--- config.mk ---
export PLATFORM = sky130hd
export DESIGN_NAME = besq_sequencer
export DESIGN_NICKNAME = d
export VERILOG_FILES = /design/src/core/besq_pkg.sv /design/src/core/besq_logic_unit.sv /design/src/core/besq_sequencer.sv
export SDC_FILE = /design/constraint.sdc
export NUM_CORES = 1
export LEC_CHECK = 0
export BUFFER_PORTS_ARGS = -buffer_cell sky130_fd_sc_hd__buf_4
export CAP_MARGIN = 20
export CORE_MARGIN = 2
export CORE_UTILIZATION = 61
export DETAILED_ROUTE_END_ITERATION = 10
export GPL_TIMING_DRIVEN = 0
export PLACE_DENSITY = 0.82
export SLEW_MARGIN = 30
export SYNTH_ARGS = -nofsm -noshare
export SYNTH_HDL_FRONTEND = slang
export SYNTH_HIERARCHICAL = 1
export SYNTH_SLANG_ARGS = --single-unit
--- constraint.sdc ---
create_clock -name clock -period 10.41 [get_ports clock]
set_input_delay 0.5205 -clock clock [delete_from_list [all_inputs] [get_ports clock]]
set_output_delay 0.5205 -clock clock [all_outputs]
set_load 0.005 [all_outputs]
--- src/core/besq_pkg.sv ---
package besq_pkg;

    // ************************************************************
    // Code fields
    // ************************************************************
    localparam int CODE_W   = 8;
    localparam int OP_W     = 3;
    localparam int ADDR_W   = 5;
    localparam int NUM_ADDR = 30;

    localparam logic [4:0] ADDR_LOW  = 5'h00;
    localparam logic [4:0] ADDR_HIGH = 5'h1f;

    // Address-free codes, low field
    localparam logic [2:0] OP_RESTART = 3'h0;
    localparam logic [2:0] OP_INVERT  = 3'h1;
    localparam logic [2:0] OP_PAGE    = 3'h2;
    localparam logic [2:0] OP_HOME    = 3'h3;
    localparam logic [2:0] OP_PUSH0   = 3'h4;
    localparam logic [2:0] OP_PUSH1   = 3'h5;
    localparam logic [2:0] OP_PUSHC   = 3'h6;
    localparam logic [2:0] OP_POP     = 3'h7;

    // Pin direction options
    localparam logic [1:0] PIN_IN  = 2'h0;
    localparam logic [1:0] PIN_OUT = 2'h1;
    localparam logic [1:0] PIN_MUX = 2'h2;

    // Reset values
    localparam logic [7:0] PC_RST  = 8'h00;
    localparam logic       TOS_RST = 1'b1;

    typedef struct packed {
        logic [NUM_ADDR-1:0] pinIn;
        logic [CODE_W-1:0]   code;
    } besq_in_t;

endpackage

--- src/core/besq_logic_unit.sv ---
`timescale 1ns/1ns
module besq_logic_unit (
    input  wire logic [1:0] func,
    input  wire logic       a,
    input  wire logic       b,
    output logic            result
);
    always_comb
    begin
        unique case (func)
            2'h0: result = a & b;
            2'h1: result = a | b;
            2'h2: result = a ^ b;
            default: result = ~(a ^ b);
        endcase
    end
endmodule

--- src/core/besq_sequencer.sv ---
`timescale 1ns/1ns
// Contract
// - Logic unit does AND, OR, XOR, equality
// - Outputs change only at pass end
// - Restart relatches outputs, inputs, resets counter, top and page
// - Program counter advances every enabled cycle except restart
// - Every code completes in one cycle
// - Output buffers never readable as operands
// - All transfers pass through top of stack
// - Code is 8 bits: op low, address high
// - Addresses 1..30 select; 0, 31 address-free
// - All-zero code is restart
// - 001 invert, 004 push 0, 005 push 1
// - 006 push copy, 007 pop
// - 370..373 combine top two entries
// - 374..377 combine then push one
// - Pin direction fixed at build time
// - Page step and home codes
// - Store and output write top, set one
// - AND input or state into top
// - AND state then push one
module besq_sequencer #(
    parameter int          STACK_DEPTH                    = 8,
    parameter int          NUM_PAGES                      = 4,
    parameter logic [59:0] PIN_MODE                       = {30{2'h2}},
    parameter logic [2:0]  OP_STORE                       = 3'h0,
    parameter logic [2:0]  OP_OUTPUT                      = 3'h1,
    parameter logic [2:0]  OP_AND_WITH_INPUT              = 3'h2,
    parameter logic [2:0]  OP_AND_WITH_INVERTED_INPUT     = 3'h3,
    parameter logic [2:0]  OP_AND_WITH_STATE              = 3'h4,
    parameter logic [2:0]  OP_AND_WITH_INVERTED_STATE     = 3'h5,
    parameter logic [2:0]  OP_AND_STATE_PUSH_ONE          = 3'h6,
    parameter logic [2:0]  OP_AND_INVERTED_STATE_PUSH_ONE = 3'h7
) (
    input  wire logic        clock,
    input  wire logic        srst,
    input  wire logic        clkEn,
    input  wire logic [7:0]  code,
    input  wire logic [29:0] pinIn,
    output logic      [7:0]  progAddr,
    output logic      [29:0] pinOut,
    output logic      [29:0] pinOe
);
    localparam int PG_W = (NUM_PAGES > 1) ? $clog2(NUM_PAGES) : 1;

    // One-hot of each addressed op value; all eight must differ
    localparam logic [7:0] OP_SEEN = (8'h01 << OP_STORE) | (8'h01 << OP_OUTPUT)
        | (8'h01 << OP_AND_WITH_INPUT) | (8'h01 << OP_AND_WITH_INVERTED_INPUT)
        | (8'h01 << OP_AND_WITH_STATE) | (8'h01 << OP_AND_WITH_INVERTED_STATE)
        | (8'h01 << OP_AND_STATE_PUSH_ONE) | (8'h01 << OP_AND_INVERTED_STATE_PUSH_ONE);

    // Stack slices below need three entries
    if (STACK_DEPTH < 3 || NUM_PAGES < 1 || OP_SEEN != 8'hff)
    begin : g_badParam
        $error("Stack depth, page count or op values out of range");
    end

    typedef struct packed {
        logic [7:0]                  pc;
        logic [STACK_DEPTH-1:0]      stack;
        logic [PG_W-1:0]             page;
        logic [29:0]                 inLatch;
        logic [29:0]                 outBuf;
        logic [29:0]                 outDrv;
        logic [NUM_PAGES*30-1:0]     states;
    } besq_state_t;

    besq_state_t st_r;
    besq_state_t st_nxt;

    // ************************************************************
    // Decode
    // ************************************************************
    logic [2:0] op;
    logic [4:0] addr;
    logic       addrFree;
    logic [4:0] idx;
    logic       inBit;
    logic       ssBit;
    logic       luOut;
    logic       tos;
    logic       nos;

    assign op   = code[2:0];
    assign addr = code[7:3];
    assign addrFree = (addr == besq_pkg::ADDR_LOW) || (addr == besq_pkg::ADDR_HIGH);
    assign idx  = addrFree ? 5'h00 : addr - 5'h01;
    assign tos  = st_r.stack[0];
    assign nos  = st_r.stack[1];
    // operands only from input latches and states
    assign inBit = st_r.inLatch[idx];
    assign ssBit = st_r.states[st_r.page*30 + 32'(idx)];

    besq_logic_unit u_lu (
        .func   (op[1:0]),
        .a      (tos),
        .b      (nos),
        .result (luOut)
    );

    // ************************************************************
    // Next state
    // ************************************************************
    always_comb
    begin
        st_nxt = st_r;
        st_nxt.pc = st_r.pc + 8'h01;
        if (addr == besq_pkg::ADDR_LOW)
        begin
            unique case (op)
                besq_pkg::OP_RESTART:
                begin
                    st_nxt.outDrv   = st_r.outBuf;
                    st_nxt.stack[0] = besq_pkg::TOS_RST;
                    st_nxt.page     = '0;
                    st_nxt.inLatch  = pinIn;
                    st_nxt.pc       = besq_pkg::PC_RST;
                end
                besq_pkg::OP_INVERT: st_nxt.stack[0] = ~tos;
                // page step wraps past last page
                besq_pkg::OP_PAGE:
                    st_nxt.page = (32'(st_r.page) == NUM_PAGES - 1) ? '0 : st_r.page + 1'b1;
                besq_pkg::OP_HOME:   st_nxt.page = '0;
                besq_pkg::OP_PUSH0:  st_nxt.stack = {st_r.stack[STACK_DEPTH-2:0], 1'b0};
                besq_pkg::OP_PUSH1:  st_nxt.stack = {st_r.stack[STACK_DEPTH-2:0], 1'b1};
                besq_pkg::OP_PUSHC:  st_nxt.stack = {st_r.stack[STACK_DEPTH-2:0], tos};
                default:             st_nxt.stack = {1'b0, st_r.stack[STACK_DEPTH-1:1]};
            endcase
        end
        else if (addr == besq_pkg::ADDR_HIGH)
        begin
            if (!op[2])
                st_nxt.stack = {1'b0, st_r.stack[STACK_DEPTH-1:2], luOut};
            else
                st_nxt.stack = {st_r.stack[STACK_DEPTH-1:2], luOut, 1'b1};
        end
        else
        begin
            if (op == OP_STORE)
            begin
                st_nxt.states[st_r.page*30 + 32'(idx)] = tos;
                st_nxt.stack[0] = 1'b1;
            end
            else if (op == OP_OUTPUT)
            begin
                st_nxt.outBuf[idx] = tos;
                st_nxt.stack[0] = 1'b1;
            end
            else if (op == OP_AND_WITH_INPUT)          st_nxt.stack[0] = tos & inBit;
            else if (op == OP_AND_WITH_INVERTED_INPUT) st_nxt.stack[0] = tos & ~inBit;
            else if (op == OP_AND_WITH_STATE)          st_nxt.stack[0] = tos & ssBit;
            else if (op == OP_AND_WITH_INVERTED_STATE) st_nxt.stack[0] = tos & ~ssBit;
            else if (op == OP_AND_STATE_PUSH_ONE)
                st_nxt.stack = {st_r.stack[STACK_DEPTH-2:1], tos & ssBit, 1'b1};
            else if (op == OP_AND_INVERTED_STATE_PUSH_ONE)
                st_nxt.stack = {st_r.stack[STACK_DEPTH-2:1], tos & ~ssBit, 1'b1};
        end
    end

    always_ff @(posedge clock)
    begin
        if (srst)
        begin
            st_r         <= '0;
            st_r.pc      <= besq_pkg::PC_RST;
            st_r.stack   <= {{(STACK_DEPTH-1){1'b0}}, besq_pkg::TOS_RST};
        end
        else if (clkEn)
            st_r <= st_nxt;
    end

    // ************************************************************
    // Pins
    // ************************************************************
    assign progAddr = st_r.pc;

    genvar g;
    generate
        for (g = 0; g < 30; g++)
        begin : g_pin
            // pins driven only from relatched drivers
            assign pinOut[g] = st_r.outDrv[g];
            assign pinOe[g]  = (PIN_MODE[2*g +: 2] != besq_pkg::PIN_IN);
            if (PIN_MODE[2*g +: 2] > besq_pkg::PIN_MUX)
            begin : g_badMode
                $error("Pin mode value not supported");
            end
        end
    endgenerate

    // ************************************************************
    // Checks
    // ************************************************************
    property p_outHold;
        @(posedge clock) disable iff (srst)
        (clkEn && code != 8'h00) |=> $stable(pinOut);
    endproperty
    a_outHold: assert property (p_outHold) else $error("Outputs changed mid pass");

    property p_restart;
        @(posedge clock) disable iff (srst)
        (clkEn && code == 8'h00) |=> (progAddr == 8'h00 && tos && st_r.page == '0 && pinOut == $past(st_r.outBuf));
    endproperty
    a_restart: assert property (p_restart) else $error("Restart actions missing");

    property p_pcStep;
        @(posedge clock) disable iff (srst)
        (clkEn && code != 8'h00) |=> progAddr == $past(progAddr) + 8'h01;
    endproperty
    a_pcStep: assert property (p_pcStep) else $error("Program counter did not step");

    property p_freeze;
        @(posedge clock) disable iff (srst)
        !clkEn |=> $stable(progAddr) && $stable(st_r.stack);
    endproperty
    a_freeze: assert property (p_freeze) else $error("State moved while disabled");

    property p_invert;
        @(posedge clock) disable iff (srst)
        (clkEn && code == 8'h01) |=> tos == !$past(tos) && nos == $past(nos);
    endproperty
    a_invert: assert property (p_invert) else $error("Invert wrong");

    property p_pushCopy;
        @(posedge clock) disable iff (srst)
        (clkEn && code == 8'h06) |=> tos == $past(tos) && nos == $past(tos);
    endproperty
    a_pushCopy: assert property (p_pushCopy) else $error("Push copy wrong");

    property p_logic;
        @(posedge clock) disable iff (srst)
        (clkEn && code == 8'hfb) |=> tos == ($past(tos) ~^ $past(nos));
    endproperty
    a_logic: assert property (p_logic) else $error("Equality wrong");

    property p_logicPush;
        @(posedge clock) disable iff (srst)
        (clkEn && code == 8'hfc) |=> tos && nos == ($past(tos) & $past(nos));
    endproperty
    a_logicPush: assert property (p_logicPush) else $error("And push wrong");

    property p_home;
        @(posedge clock) disable iff (srst)
        (clkEn && code == 8'h03) |=> st_r.page == '0;
    endproperty
    a_home: assert property (p_home) else $error("Home failed");

    property p_store;
        @(posedge clock) disable iff (srst)
        (clkEn && !addrFree && op == OP_OUTPUT) |=> tos && st_r.outBuf[$past(idx)] == $past(tos);
    endproperty
    a_store: assert property (p_store) else $error("Output store wrong");

    property p_stateWrite;
        @(posedge clock) disable iff (srst)
        (clkEn && !addrFree && op == OP_STORE) |=> tos && st_r.states[$past(st_r.page*30 + 32'(idx))] == $past(tos);
    endproperty
    a_stateWrite: assert property (p_stateWrite) else $error("State store wrong");

    property p_pageStep;
        @(posedge clock) disable iff (srst)
        (clkEn && code == 8'h02) |=>
            32'(st_r.page) == ((32'($past(st_r.page)) == NUM_PAGES - 1) ? 0 : 32'($past(st_r.page)) + 1);
    endproperty
    a_pageStep: assert property (p_pageStep) else $error("Page step wrong");

    property p_pushConst;
        @(posedge clock) disable iff (srst)
        (clkEn && (code == 8'h04 || code == 8'h05)) |=> tos == $past(code[0]) && nos == $past(tos);
    endproperty
    a_pushConst: assert property (p_pushConst) else $error("Push constant wrong");

    property p_pop;
        @(posedge clock) disable iff (srst)
        (clkEn && code == 8'h07) |=> tos == $past(nos) && !st_r.stack[STACK_DEPTH-1];
    endproperty
    a_pop: assert property (p_pop) else $error("Pop wrong");

    property p_restartIn;
        @(posedge clock) disable iff (srst)
        (clkEn && code == 8'h00) |=> st_r.inLatch == $past(pinIn);
    endproperty
    a_restartIn: assert property (p_restartIn) else $error("Inputs not latched");

    property p_andInput;
        @(posedge clock) disable iff (srst)
        (clkEn && !addrFree && op == OP_AND_WITH_INPUT) |=> tos == ($past(tos) & $past(inBit)) && nos == $past(nos);
    endproperty
    a_andInput: assert property (p_andInput) else $error("Input AND wrong");

    property p_andStatePush;
        @(posedge clock) disable iff (srst)
        (clkEn && !addrFree && op == OP_AND_STATE_PUSH_ONE) |=> tos && nos == ($past(tos) & $past(ssBit));
    endproperty
    a_andStatePush: assert property (p_andStatePush) else $error("State AND push wrong");

    property p_addrFree;
        @(posedge clock) disable iff (srst)
        (clkEn && addrFree) |=> $stable(st_r.outBuf) && $stable(st_r.states);
    endproperty
    a_addrFree: assert property (p_addrFree) else $error("Address-free code wrote storage");
endmodule

==> reports/results.txt <==
H-tree depth - 1
most numerous cell in the Yosys netlist - nor2_1
final setup fails - 0
Clock transition at path regs - 0.06 ns
Post-Synth Simple-Gate Area - 22.5%
CP peak stage delay - 0.74 ns
Top delay family on crit path - buffers and inverters
Slew headroom - 37.5%
# DRC - 0
initial core utilization - 62.1%
die height - 142 microns
CP max stage cell - a2bb2oi_1
Core Region - 18600 sq um
synthesized area - 11600 sq um
P_leak - 4.85 nW
crit path DAT - 6.17 ns
Seq cells post-synth - 228
register area share after synthesis - 39.4%
IO Count - 109
Data required, critical path - 10.80 ns
setup TNS - 0 ns
Post-Synth XOR/XNOR Area - 1.06%
Slew @ Worst Pin - 0.932 ns
power per cell area - 145 nW/um^2
dpl hpwl - 20.9 mm
CP Buf/Inv Count - 6
Compound-Gate Fraction of Synth Area - 10.6%
unrepaired setup endpoints after global routing - false
global-route wire length before repair - 48.5 mm
Synth Warn # - 6
ANT nets after route - 0
Clock Path Buffers - 3
total gr overflow - 0
Synth Area in Adders - 1.58%
Num CTS Buffers - 24
Synth Area per Inst - 7.97 sq um
largest net degree at the start of global routing - 14
hold path depth - 3
wire per inst - 16.5 microns
Synth cell types - 71
DR iter-0 viols - 969
routed wire length - 30.3 mm
startpoint types - input port
Final Max Tran Viols - 0
min Tclk post-route - 5.78 ns
RePlAce Congestion - 0.925
CTS root buffer - clkbuf_16
Post-CTS Hold Buffers - 0
Post-synth EDFFs - 0
ANT cells - 0
initial antenna violation count - 0
area post-placement - 12600 sq um
critical path class - in2reg
Synth top area share - 39.4%
CTS tree - done
total clock sinks - 228
Syn Inst Count - 1453
Fin. Hold Viols - 0
worst skew pair latency - 0.52 ns
die area - 20100 sq um
post-layout util - 71.8%
Post-Layout Inst Area - 13400 sq um
Die Width - 142 microns
Max VDD drop - 0.124 mV
Critical Path Stages - 18
largest family of logic cells by synthesized area - simple AND/OR/NAND/NOR gates
run status - complete, no violations
first-pass iteration count of the detailed router - 5
via count - 10.5k
vias per inst - 5.72
largest cells by area after synthesis - dfxtp_1 (39%), mux2i_1 (14%), nor2_1 (9.8%)
Rows - 50
ys async rst share - 0%
Worst Skew - 0.0109 ns
postcts setup bufs - 0
GRT Overall Usage - 29.6%
Area Overhead vs Synth - 15.6%
layout cells sized above 1 - 13.9%
Crit. End Element - register
vias in the first global route - 9786
crit share post-route - 55.5%
FMAX - 173 MHz
critical path, cell by cell - buf_4, inv_1, ha_1, nand2b_1, a2bb2oi_1, inv_1, clkbuf_1, fa_1, clkbuf_1, buf_1, mux4_2, mux2_2, a22oi_1, o32a_1, nand4_1, or4_1, a21oi_1, o31ai_1
# nets final - 1637
IO buf count - 74
Max Fanout on Critical Path - 11
cell taking the most area after synthesis - dfxtp_1
Hold Crit Class - in2reg
CTS-repair resized insts - 0
Most used DFF post-synth - dfxtp_1
max-cap violations - 0
Post-synth top cells - nor2_1 (304), nand2_1 (239), dfxtp_1 (228)
R2R cell count - 13
mux cell area share after synthesis - 16.2%
[flip-flops by register name (all words and copies together), names as in the netlist]
name / cells
nos: 1
pinOut: 30
progAddr: 8
st_r: 189
[cell type report]
class / count / area (sq um)
plain buffers: 169 / 963
inverters: 11 / 41.3
clock inverters: 8 / 118
multi-input cells: 1074 / 6130
clock buffers: 36 / 717
fillers: 1502 / 5260
repair buffers: 74 / 556
well taps: 234 / 293
flip-flops and latches: 228 / 4560
[per-layer routing]
layer	track usage (%)	vias up	part of all wire, %
met3	3.98	93	7.1
met2	49.2	429	47
li1	-	5025	-
met4	12.3	0	3.8
met1	39.1	4951	42
met5	0	-	0
[per-stage QoR]
step	hold WS, ns	worst slack [ns]	total power [mW]	cells
2_1_floorplan	0.428	5.73	1.01	1482
3_3_place_gp	0.436	4.51	1.06	1790
3_5_place_dp	0.440	4.29	1.06	1790
4_1_cts	0.240	4.79	1.95	1834
5_1_grt	0.250	4.31	1.99	1834
6_report	0.252	4.63	1.94	1834
[placed cells by master (no fill, tap or decap), drive strengths merged, types with 13 or more instances in the layout]
| cell type | count |
|---|---|
| nor2 | 304 |
| nand2 | 239 |
| dfxtp | 228 |
| buf | 166 |
| mux2i | 165 |
| clkbuf | 113 |
| a21oi | 110 |
| o21ai | 41 |
| conb | 30 |
| ha | 13 |
| nand3 | 13 |
[kinds of logic (layout without fill, tap and decap cells)]
kind of cell             count (synthesis)  in the layout
buffers and inverters                  180            298
AND/OR/NAND/NOR                        628            628
other                                    1             30
AO/OA/AOI/OAI                          209            209
adder cells (fa/ha/maj)                 14             14
XOR/XNOR                                14             14
flip-flops                             228            228
multiplexers                           179            179
[worst paths after layout]
kind         slack [ns]       from    endpoint
max                4.63    code[3]   st_r[212]
min                0.25  pinIn[11]   st_r[191]
max reg2reg        5.76  st_r[210]   st_r[212]
min reg2reg        0.45  st_r[163]  pinOut[13]
[worst min-delay path: stages]
cell and delay, ns:
buf_4 0.11, nand2_1 0.04, a21oi_1 0.05
[where the power goes]
part	leakage, nW	switching, mW	internal (mW)
combinational	2.60	0.110	0.0565
sequential	1.84	0.00314	0.876
clock	0.409	0.349	0.549
No activity file was read; power rests on OpenSTA's default activity.
